===== config.mk =====
export PLATFORM = sky130hd
export DESIGN_NAME = ccsp_spi_cmd_port
export DESIGN_NICKNAME = d
export VERILOG_FILES = /design/src/hdl/ccsp_pkg.sv /design/src/hdl/ccsp_spi_cmd_port.sv
export SDC_FILE = /design/constraint.sdc
export NUM_CORES = 1
export LEC_CHECK = 0
export BUFFER_PORTS_ARGS = -buffer_cell sky130_fd_sc_hd__buf_2
export CELL_PAD_IN_SITES_DETAIL_PLACEMENT = 2
export CELL_PAD_IN_SITES_GLOBAL_PLACEMENT = 2
export CORE_MARGIN = 2
export CORE_UTILIZATION = 51
export CTS_BUF_LIST = sky130_fd_sc_hd__clkbuf_4 sky130_fd_sc_hd__clkbuf_8
export DETAILED_ROUTE_END_ITERATION = 7
export GPL_TIMING_DRIVEN = 0
export PLACE_DENSITY_LB_ADDON = 0.1
export SYNTH_ARGS = -nofsm -noshare
export SYNTH_HDL_FRONTEND = slang
export SYNTH_SLANG_ARGS = --single-unit

===== constraint.sdc =====
create_clock -name clk -period 5.25 [get_ports clk]
set_clock_uncertainty 0.15 [all_clocks]
set_input_delay 1.05 -clock clk [delete_from_list [all_inputs] [get_ports clk]]
set_output_delay 1.05 -clock clk [all_outputs]
set_load 0.01 [all_outputs]

===== src/hdl/ccsp_pkg.sv =====
package ccsp_pkg;

  // Instruction bytes seen as the first byte after select falls.
  localparam logic [7:0] INS_RESET = 8'hc0;
  localparam logic [7:0] INS_READ = 8'h03;
  localparam logic [7:0] INS_WRITE = 8'h02;
  localparam logic [7:0] INS_QSTAT = 8'ha0;
  localparam logic [7:0] INS_RXSTAT = 8'hb0;
  localparam logic [7:0] INS_LOAD_TX = 8'h40;
  localparam logic [7:0] INS_RTS = 8'h80;
  localparam logic [7:0] INS_READ_RX = 8'h90;

  // Masks that strip the variant bits from the shortcut instructions.
  localparam logic [7:0] MASK_VAR3 = 8'hf8;
  localparam logic [7:0] MASK_RX_VAR = 8'hf9;

  // Load-transmit variants at or above this value select no location.
  localparam logic [2:0] TX_SEL_LIMIT = 3'h6;

  // Fixed pointer targets of the shortcut instructions.
  localparam logic [7:0] TXB0_ID_ADDR = 8'h31;
  localparam logic [7:0] RXB0_ID_ADDR = 8'h61;
  localparam logic [7:0] BUF_DATA_OFS = 8'h05;

  // Bit counter value of the last bit in a byte.
  localparam logic [2:0] LAST_BIT = 3'h7;

  // Write queue shape: pointer byte above data byte.
  localparam int WQ_WIDTH = 16;
  localparam int WQ_DEPTH = 16;

  typedef enum logic [2:0] {
    ST_CMD,
    ST_ADDR_RD,
    ST_ADDR_WR,
    ST_RD_DATA,
    ST_WR_DATA,
    ST_STAT_Q,
    ST_STAT_RX,
    ST_IGNORE
  } ccsp_state_t;

endpackage


===== src/hdl/ccsp_spi_cmd_port.sv =====
// Notes on behaviour
// Works as SPI slave in modes 0,0 and 1,1.
// Input bits are sampled on SCK rising edges.
// Output bits change on SCK falling edges.
// Host keeps select low for the whole of each operation.
// First byte after select falls is the instruction; new instruction needs reselect.
// Reset instruction restores all registers and enters configuration mode.
// Host sends reset as a lone byte between select edges.
// Host should reset the device during power-on initialisation.
// Read sends instruction and 8-bit address MSB first; device returns register.
// Read pointer advances per byte; read continues until select rises.
// Receive-buffer read has four variants preloading the pointer; then reads sequentially.
// Select rise after receive-buffer read clears that buffer's receive-full flag.
// Write sends address then data bytes to successive registers.
// Each write byte commits on the rising edge sampling its last bit; a byte meeting a full write queue is dropped.
// A partial write byte at select rise is dropped; earlier bytes stay.
// Transmit-buffer load preloads one of six identifier or data locations.
// Request-to-send sets the request bit of each selected transmit buffer.
// Request-to-send with all selects zero does nothing.
// Quick status word is shifted out and repeated while clocked.
// Receive status byte is shifted out and repeated while clocked.
// Quick status bits are also readable by normal register read.
// Encodings: reset c0, read 03, write 02.
// Encodings: quick status a0, receive status b0, load transmit 40 plus select.
// Request-to-send 80 plus selects; receive-buffer read 90 with bits 2 and 1.
// Unknown instructions are ignored until select rises; output stays idle.
`timescale 1ns/1ps
`default_nettype none

module ccsp_fifo #(
  parameter int WIDTH = 16,
  parameter int DEPTH = 16
) (
  input wire logic clk,
  input wire logic arst_n,
  input wire logic in_valid,
  output logic in_ready,
  input wire logic [WIDTH-1:0] in_data,
  output logic out_valid,
  input wire logic out_ready,
  output logic [WIDTH-1:0] out_data
);
  localparam int AW = $clog2(DEPTH);

  logic [WIDTH-1:0] mem_r [DEPTH];
  logic [AW:0] wr_ptr_r;
  logic [AW:0] rd_ptr_r;
  logic push;
  logic pop;

  // Full when the pointers differ only in the wrap bit.
  assign in_ready = (wr_ptr_r != {~rd_ptr_r[AW], rd_ptr_r[AW-1:0]});
  assign out_valid = (wr_ptr_r != rd_ptr_r);
  assign out_data = mem_r[rd_ptr_r[AW-1:0]];
  assign push = in_valid & in_ready;
  assign pop = out_valid & out_ready;

  // Storage has no reset; only the pointers decide what is valid.
  always_ff @(posedge clk) begin
    if (push) begin
      mem_r[wr_ptr_r[AW-1:0]] <= in_data;
    end
  end

  // Pointer movement.
  always_ff @(posedge clk or negedge arst_n) begin
    if (!arst_n) begin
      wr_ptr_r <= '0;
      rd_ptr_r <= '0;
    end else begin
      if (push) begin
        wr_ptr_r <= wr_ptr_r + 1'b1;
      end
      if (pop) begin
        rd_ptr_r <= rd_ptr_r + 1'b1;
      end
    end
  end
endmodule

module ccsp_spi_cmd_port (
  input wire logic clk,
  input wire logic arst_n,
  input wire logic spi_cs_n,
  input wire logic spi_sck,
  input wire logic spi_si,
  output logic spi_so,
  output logic spi_so_oe,
  input wire logic [7:0] quick_status,
  input wire logic [7:0] rx_status,
  input wire logic [7:0] reg_rdata,
  output logic [7:0] reg_raddr,
  input wire logic reg_wr_ready,
  output logic reg_we,
  output logic [7:0] reg_waddr,
  output logic [7:0] reg_wdata,
  output logic [2:0] transmit_request_bit_set,
  output logic [1:0] receive_full_flag_clr,
  output logic soft_reset,
  output logic wr_overflow
);
  logic cs_m_r, cs_s_r, cs_d_r;
  logic sck_m_r, sck_s_r, sck_d_r;
  logic si_m_r, si_s_r;
  logic sel, sck_rise, sck_fall, cs_rise;
  logic [2:0] bit_cnt_r;
  logic [6:0] sh_in_r;
  logic [7:0] sh_out_r;
  logic byte_done;
  logic [7:0] byte_in;
  ccsp_pkg::ccsp_state_t state_r;
  logic [7:0] ptr_r;
  logic rx_buf_r;
  logic rx_read_r;
  logic [7:0] out_src;
  logic push_valid, wq_in_ready, wq_out_valid, wq_out_ready;
  logic [15:0] wq_out_data;
  logic so_r, so_oe_r, we_r, soft_reset_r, overflow_r;
  logic [7:0] raddr_r, waddr_r, wdata_r;
  logic [2:0] tx_request_r;
  logic [1:0] rxclr_r;

  // Pins come from the host's domain; each passes two flops before use.
  always_ff @(posedge clk or negedge arst_n) begin
    if (!arst_n) begin
      cs_m_r <= 1'b1;
      cs_s_r <= 1'b1;
      cs_d_r <= 1'b1;
      sck_m_r <= 1'b0;
      sck_s_r <= 1'b0;
      sck_d_r <= 1'b0;
      si_m_r <= 1'b0;
      si_s_r <= 1'b0;
    end else begin
      cs_m_r <= spi_cs_n;
      cs_s_r <= cs_m_r;
      cs_d_r <= cs_s_r;
      sck_m_r <= spi_sck;
      sck_s_r <= sck_m_r;
      sck_d_r <= sck_s_r;
      si_m_r <= spi_si;
      si_s_r <= si_m_r;
    end
  end

  // Edges are found on the oversampled clock, so idle level does not matter.
  assign sel = ~cs_s_r;
  assign sck_rise = sel & sck_s_r & ~sck_d_r;
  assign sck_fall = sel & ~sck_s_r & sck_d_r;
  assign cs_rise = cs_s_r & ~cs_d_r;
  assign byte_done = sck_rise & (bit_cnt_r == ccsp_pkg::LAST_BIT);
  assign byte_in = {sh_in_r, si_s_r};

  // Input shifter; a deselect wipes any partial byte.
  always_ff @(posedge clk or negedge arst_n) begin
    if (!arst_n) begin
      bit_cnt_r <= '0;
      sh_in_r <= '0;
    end else if (!sel) begin
      bit_cnt_r <= '0;
    end else if (sck_rise) begin
      sh_in_r <= byte_in[6:0];
      bit_cnt_r <= bit_cnt_r + 3'h1;
    end
  end

  // Command sequencer; every selection restarts at the instruction byte.
  always_ff @(posedge clk or negedge arst_n) begin
    if (!arst_n) begin
      state_r <= ccsp_pkg::ST_CMD;
      ptr_r <= '0;
      rx_buf_r <= 1'b0;
      rx_read_r <= 1'b0;
    end else if (!sel) begin
      state_r <= ccsp_pkg::ST_CMD;
      rx_read_r <= 1'b0;
    end else if (byte_done) begin
      case (state_r)
        ccsp_pkg::ST_CMD: begin
          if (byte_in == ccsp_pkg::INS_READ) begin
            state_r <= ccsp_pkg::ST_ADDR_RD;
          end else if (byte_in == ccsp_pkg::INS_WRITE) begin
            state_r <= ccsp_pkg::ST_ADDR_WR;
          end else if (byte_in == ccsp_pkg::INS_QSTAT) begin
            state_r <= ccsp_pkg::ST_STAT_Q;
          end else if (byte_in == ccsp_pkg::INS_RXSTAT) begin
            state_r <= ccsp_pkg::ST_STAT_RX;
          end else if ((byte_in & ccsp_pkg::MASK_RX_VAR) == ccsp_pkg::INS_READ_RX) begin
            ptr_r <= ccsp_pkg::RXB0_ID_ADDR + {3'b000, byte_in[2], 4'h0}
                     + (byte_in[1] ? ccsp_pkg::BUF_DATA_OFS : 8'h00);
            rx_buf_r <= byte_in[2];
            rx_read_r <= 1'b1;
            state_r <= ccsp_pkg::ST_RD_DATA;
          end else if ((byte_in & ccsp_pkg::MASK_VAR3) == ccsp_pkg::INS_LOAD_TX
                       && byte_in[2:0] < ccsp_pkg::TX_SEL_LIMIT) begin
            ptr_r <= ccsp_pkg::TXB0_ID_ADDR + {2'b00, byte_in[2:1], 4'h0}
                     + (byte_in[0] ? ccsp_pkg::BUF_DATA_OFS : 8'h00);
            state_r <= ccsp_pkg::ST_WR_DATA;
          end else begin
            // Reset, request-to-send and unknown bytes take no further bytes.
            state_r <= ccsp_pkg::ST_IGNORE;
          end
        end
        ccsp_pkg::ST_ADDR_RD: begin
          ptr_r <= byte_in;
          state_r <= ccsp_pkg::ST_RD_DATA;
        end
        ccsp_pkg::ST_ADDR_WR: begin
          ptr_r <= byte_in;
          state_r <= ccsp_pkg::ST_WR_DATA;
        end
        ccsp_pkg::ST_RD_DATA: begin
          ptr_r <= ptr_r + 8'h01;
        end
        ccsp_pkg::ST_WR_DATA: begin
          ptr_r <= ptr_r + 8'h01;
        end
        default: begin
          state_r <= state_r;
        end
      endcase
    end
  end

  // Read port address follows the pointer; register file answers next cycle.
  always_ff @(posedge clk or negedge arst_n) begin
    if (!arst_n) begin
      raddr_r <= '0;
    end else begin
      raddr_r <= ptr_r;
    end
  end

  // Byte to send next, chosen by the phase of the command.
  always_comb begin
    out_src = 8'h00;
    case (state_r)
      ccsp_pkg::ST_RD_DATA: out_src = reg_rdata;
      ccsp_pkg::ST_STAT_Q: out_src = quick_status;
      ccsp_pkg::ST_STAT_RX: out_src = rx_status;
      default: out_src = 8'h00;
    endcase
  end

  // Output shifter. A new byte is loaded on the one falling edge per byte
  // that meets a zero bit count, which holds in both clock modes.
  always_ff @(posedge clk or negedge arst_n) begin
    if (!arst_n) begin
      so_r <= 1'b0;
      so_oe_r <= 1'b0;
      sh_out_r <= '0;
    end else if (!sel) begin
      so_oe_r <= 1'b0;
    end else if (sck_fall) begin
      if (state_r == ccsp_pkg::ST_RD_DATA || state_r == ccsp_pkg::ST_STAT_Q
          || state_r == ccsp_pkg::ST_STAT_RX) begin
        so_oe_r <= 1'b1;
        if (bit_cnt_r == 3'h0) begin
          so_r <= out_src[7];
          sh_out_r <= {out_src[6:0], 1'b0};
        end else begin
          so_r <= sh_out_r[7];
          sh_out_r <= {sh_out_r[6:0], 1'b0};
        end
      end else begin
        so_oe_r <= 1'b0;
      end
    end
  end

  // Whole write bytes only; a partial byte never reaches the queue.
  assign push_valid = byte_done & (state_r == ccsp_pkg::ST_WR_DATA);

  // The queue absorbs bursts while the register file is busy.
  ccsp_fifo #(
    .WIDTH(ccsp_pkg::WQ_WIDTH),
    .DEPTH(ccsp_pkg::WQ_DEPTH)
  ) u_wq (
    .clk(clk),
    .arst_n(arst_n),
    .in_valid(push_valid),
    .in_ready(wq_in_ready),
    .in_data({ptr_r, byte_in}),
    .out_valid(wq_out_valid),
    .out_ready(wq_out_ready),
    .out_data(wq_out_data)
  );

  // The host cannot be stalled mid-byte, so a full queue drops the byte and
  // leaves a sticky flag until reset.
  always_ff @(posedge clk or negedge arst_n) begin
    if (!arst_n) begin
      overflow_r <= 1'b0;
    end else if (push_valid && !wq_in_ready) begin
      overflow_r <= 1'b1;
    end
  end

  // Drain: one write strobe per entry, held off by the register file.
  assign wq_out_ready = reg_wr_ready & ~we_r;
  always_ff @(posedge clk or negedge arst_n) begin
    if (!arst_n) begin
      we_r <= 1'b0;
      waddr_r <= '0;
      wdata_r <= '0;
    end else begin
      we_r <= wq_out_valid & wq_out_ready;
      if (wq_out_valid && wq_out_ready) begin
        waddr_r <= wq_out_data[15:8];
        wdata_r <= wq_out_data[7:0];
      end
    end
  end

  // One-cycle action pulses toward the rest of the controller.
  always_ff @(posedge clk or negedge arst_n) begin
    if (!arst_n) begin
      soft_reset_r <= 1'b0;
      tx_request_r <= '0;
      rxclr_r <= '0;
    end else begin
      soft_reset_r <= byte_done && state_r == ccsp_pkg::ST_CMD
                      && byte_in == ccsp_pkg::INS_RESET;
      tx_request_r <= '0;
      if (byte_done && state_r == ccsp_pkg::ST_CMD
          && (byte_in & ccsp_pkg::MASK_VAR3) == ccsp_pkg::INS_RTS) begin
        tx_request_r <= byte_in[2:0];
      end
      rxclr_r <= '0;
      if (cs_rise && rx_read_r) begin
        rxclr_r <= rx_buf_r ? 2'b10 : 2'b01;
      end
    end
  end

  assign spi_so = so_r;
  assign spi_so_oe = so_oe_r;
  assign reg_raddr = raddr_r;
  assign reg_we = we_r;
  assign reg_waddr = waddr_r;
  assign reg_wdata = wdata_r;
  assign transmit_request_bit_set = tx_request_r;
  assign receive_full_flag_clr = rxclr_r;
  assign soft_reset = soft_reset_r;
  assign wr_overflow = overflow_r;

  property p_rts_set;
    @(posedge clk) disable iff (!arst_n)
    byte_done && state_r == ccsp_pkg::ST_CMD && byte_in[7:3] == 5'h10
    |=> transmit_request_bit_set == $past(byte_in[2:0]);
  endproperty
  a_rts_set: assert property (p_rts_set) else $error("request bits wrong");

  property p_rts_none;
    @(posedge clk) disable iff (!arst_n)
    byte_done && state_r == ccsp_pkg::ST_CMD && byte_in == 8'h80
    |=> transmit_request_bit_set == 3'h0 ##1 transmit_request_bit_set == 3'h0;
  endproperty
  a_rts_none: assert property (p_rts_none) else $error("empty request acted");

  property p_reset_pulse;
    @(posedge clk) disable iff (!arst_n)
    byte_done && state_r == ccsp_pkg::ST_CMD && byte_in == 8'hc0
    |=> soft_reset ##1 !soft_reset;
  endproperty
  a_reset_pulse: assert property (p_reset_pulse) else $error("reset pulse wrong");

  property p_rx_clear;
    @(posedge clk) disable iff (!arst_n)
    cs_rise && rx_read_r |=> receive_full_flag_clr == ($past(rx_buf_r) ? 2'b10 : 2'b01);
  endproperty
  a_rx_clear: assert property (p_rx_clear) else $error("receive flag not cleared");

  property p_no_clear;
    @(posedge clk) disable iff (!arst_n)
    !(cs_rise && rx_read_r) |=> receive_full_flag_clr == 2'b00;
  endproperty
  a_no_clear: assert property (p_no_clear) else $error("stray receive clear");

  property p_wr_commit;
    @(posedge clk) disable iff (!arst_n)
    byte_done && state_r == ccsp_pkg::ST_WR_DATA && wq_in_ready
    |=> wq_out_valid && ptr_r == $past(ptr_r) + 8'h01;
  endproperty
  a_wr_commit: assert property (p_wr_commit) else $error("write byte not committed");

  property p_partial_drop;
    @(posedge clk) disable iff (!arst_n)
    !sel |-> !push_valid ##1 bit_cnt_r == 3'h0;
  endproperty
  a_partial_drop: assert property (p_partial_drop) else $error("partial byte kept");

  property p_so_on_fall;
    @(posedge clk) disable iff (!arst_n)
    sel && $changed(so_r) |-> $past(sck_fall);
  endproperty
  a_so_on_fall: assert property (p_so_on_fall) else $error("output moved off falling edge");

  property p_ignore_idle;
    @(posedge clk) disable iff (!arst_n)
    state_r == ccsp_pkg::ST_IGNORE && sck_fall |=> !spi_so_oe;
  endproperty
  a_ignore_idle: assert property (p_ignore_idle) else $error("output driven when ignoring");

  property p_reselect;
    @(posedge clk) disable iff (!arst_n)
    !sel |=> state_r == ccsp_pkg::ST_CMD;
  endproperty
  a_reselect: assert property (p_reselect) else $error("no restart at instruction");

  property p_status_load;
    @(posedge clk) disable iff (!arst_n)
    state_r == ccsp_pkg::ST_STAT_Q && sck_fall && bit_cnt_r == 3'h0
    |=> spi_so == $past(quick_status[7]) && spi_so_oe;
  endproperty
  a_status_load: assert property (p_status_load) else $error("status word not sent");
endmodule

`default_nettype wire


==> results.json <==
{
  "tns_ns": 0,
  "vdd_drop_max_uv": 193,
  "drive_gt1_share_pct": 28.7,
  "m1WireLength_mm": 18.2,
  "place.port_buffers": 63,
  "ys_ff_latch": 338,
  "die_h_um": 168,
  "powerDensity_nw_per_um2": 481,
  "startpoint_type": "flop",
  "io_pins": 64,
  "n_antenna_cell": 0,
  "clock_latency_ns": 0.65,
  "slew_violations": 0,
  "cp_slowest_stage_delay_ns": 0.82,
  "intPower_mw": 4.97,
  "vias": 8861,
  "cp.arrival_ns": 3.71,
  "antenna_found_initial": 4,
  "critPathBufInv": 1,
  "power_frac_seq_pct": 43.5,
  "cts_tree": "built",
  "grt_usage_pct": 36.3,
  "synthFlopType": "edfxtp_1",
  "highest_layer": "met5",
  "htreeDepth": 2,
  "grt_start_max_net_pins": 45,
  "synth_fp_nets": 876,
  "drt_pass1_iterations": 5,
  "outcome": "completed",
  "synth_area_leader_cell": "edfxtp_1",
  "synthArstFlopShare_pct": 24.3,
  "place_hpwl_mm": 29.5,
  "drt_wl_total_mm": 49.7,
  "max-cap-violations": 0,
  "drc_errors": 0,
  "coreArea_um2": 26700,
  "synth_most_common_cell": "edfxtp_1",
  "clkSinkCount": 338,
  "crit_required_ns": 5.30,
  "synth_top_cells_by_count": "edfxtp_1, dfrtp_1, nor2_1",
  "combPwrFrac_pct": 25.0,
  "pwr-share-clk_pct": 31.5,
  "grt_pass1_wl_mm": 72.0,
  "end_kind": "flop",
  "synth_area_leaders": "edfxtp_1, dfrtp_1, mux4_2",
  "drt_iter0_markers": 949,
  "hold_violations": 0,
  "yosysSeqAreaShare_pct": 71.0,
  "timing.final.crit_share_pct": 69.7,
  "setup_violations": 0,
  "vias_per_cell": 6.57,
  "met2_length_mm": 25.4,
  "critPathKind": "flop to flop",
  "clkTransAtPathRegs_ns": 0.07,
  "nNetsFinal": 1007,
  "hold_class": "flop to flop",
  "syn_area_per_cell_um2": 16.4,
  "switchingPower_mw": 2.63,
  "synthCells": 835,
  "switching_share_pct": 34.6,
  "period_minus_slack_ns": 3.66,
  "synth_top_area_share_pct": 56.0,
  "initial_utilization_pct": 51.5,
  "rows": 60,
  "crit_slowest_cell": "nor2_2",
  "grt_pass1_vias": 9677,
  "synth.distinct_cells": 62,
  "r2r_slack_ns": 1.59,
  "yosysWarnings": 0,
  "overflow": 0,
  "met3_length_mm": 3.34,
  "cts-root-buf": "clkbuf_8",
  "crit_path_cell_trace": "clkbuf_1 -> xor2_1 -> nor4_2 -> a21oi_2 -> or3b_1 -> nor2_2",
  "crit_fanout": 16,
  "rsz0062_at_grt": "no",
  "area_delta_synth_final_pct": 15.0,
  "clk_path_buf_depth": 3,
  "gp_congestion": 0.800,
  "tightest_slew_ns": 1.33,
  "critPathTopFamily": "simple AND/OR/NAND/NOR gates",
  "synth_edf_count": 256,
  "max_freq_ghz": 0.273,
  "antenna_left": 0,
  "cts_made_buffers": 52,
  "die_w_um": 168,
  "dieArea_um2": 28200,
  "design_power_total_mw": 7.59,
  "slew-limit-headroom_pct": 9.22,
  "holdBufCountCts": 0,
  "post_cts_resized": 0,
  "wl_per_cell_um": 36.8,
  "power_leakage_nw": 5.96,
  "synth_area_um2": 13700,
  "worst_hold_slack_ns": 0.204,
  "cts_setup_buffers": 0
}
-- logic make-up (layout without fill, tap and decap cells) --
logic type,Yosys count,count (layout),share of synthesized area [%]
AND/OR/NAND/NOR,167,167,6.55
XOR/XNOR,17,17,1.09
adder cells (fa/ha/maj),11,11,1.00
multiplexers,89,89,11.1
AO/OA/AOI/OAI,144,144,6.80
buffers and inverters,69,242,2.46
flip-flops,338,338,71.0
-- layer usage --
metal,global-route usage (%),vias to the layer above
met5,0,-
met4,17.7,4
met3,6.82,134
met2,63.5,448
met1,43.4,4761
li1,-,3514
-- placed cells by master (no fill, tap or decap), types with 12 or more instances in the layout --
cell	synthesis	routed
edfxtp_1	256	256
dfrtp_1	79	79
buf_2	15	77
clkbuf_8	0	59
a21oi_1	51	51
mux4_2	48	48
nor2_1	54	43
nor2b_1	36	36
clkbuf_1	22	22
mux2_2	22	22
nand2_1	21	21
inv_1	19	19
a211oi_1	18	18
mux2i_1	18	18
o21ai_1	16	16
a2111oi_0	16	16
a22oi_1	15	15
clkbuf_4	0	13
nor2_2	1	12
-- power by group through the flow --
| stage | sequential, mW | clock, mW | combinational, mW |
|---|---|---|---|
| final | 3.30 | 2.39 | 1.90 |
| after CTS | 3.29 | 2.40 | 1.88 |
| after floorplan | 3.24 | 0 | 1.09 |
| after global placement | 3.29 | 0 | 1.63 |
| after global routing | 3.31 | 2.51 | 1.98 |
| after detailed placement | 3.34 | 0 | 1.79 |
-- cell type report --
cell class,count,area (um^2)
clock buffers,72,910
repair buffers,77,522
flip-flops and latches,338,9740
multi-input cells,428,3680
fillers,2246,10900
clock inverters,24,156
well taps,341,427
inverters,20,75.1
plain buffers,49,263
-- worst register-to-register path: cells and delay by family, from the launching register on --
family                 cells  cell delay [ns]
AND/OR/NAND/NOR            3             1.51
AO/OA/AOI/OAI              1             0.54
buffers and inverters      1             0.42
flip-flops                 1             0.35
XOR/XNOR                   1             0.29
-- metrics by stage --
step	utilization (%)	std cells	setup slack, ns	instance area (um^2)
2_1_floorplan	-	835	2.19	13700
3_3_place_gp	54.3	1239	0.981	14500
3_5_place_dp	55.2	1253	1.71	14700
4_1_cts	59.2	1349	1.60	15800
5_1_grt	59.2	1349	1.43	15800
6_report	59.2	1349	1.59	15800
-- state kept, by name, summed over array words and instances, names as in the netlist, 2 cells and up --
signal,cells
bit_cnt_r,3
ptr_r,8
receive_full_flag_clr,2
reg_raddr,8
reg_waddr,8
reg_wdata,8
sh_in_r,7
sh_out_r,7
state_r,3
transmit_request_bit_set,3
u_wq.mem_r,256
u_wq.rd_ptr_r,5
u_wq.wr_ptr_r,5
-- worst paths after layout --
kind                                  start               end  cells after the start
max                        u_wq.rd_ptr_r[3]  u_wq.mem_r[2][5]                      6
min                                  si_m_r            si_s_r                      0
max reg2reg                u_wq.rd_ptr_r[3]  u_wq.mem_r[2][5]                      6
min reg2reg                          si_m_r            si_s_r                      0
max in group asynchronous            arst_n      reg_raddr[2]                      2
min in group asynchronous            arst_n      reg_raddr[7]                      1
Power figures use the tool's default switching activity.
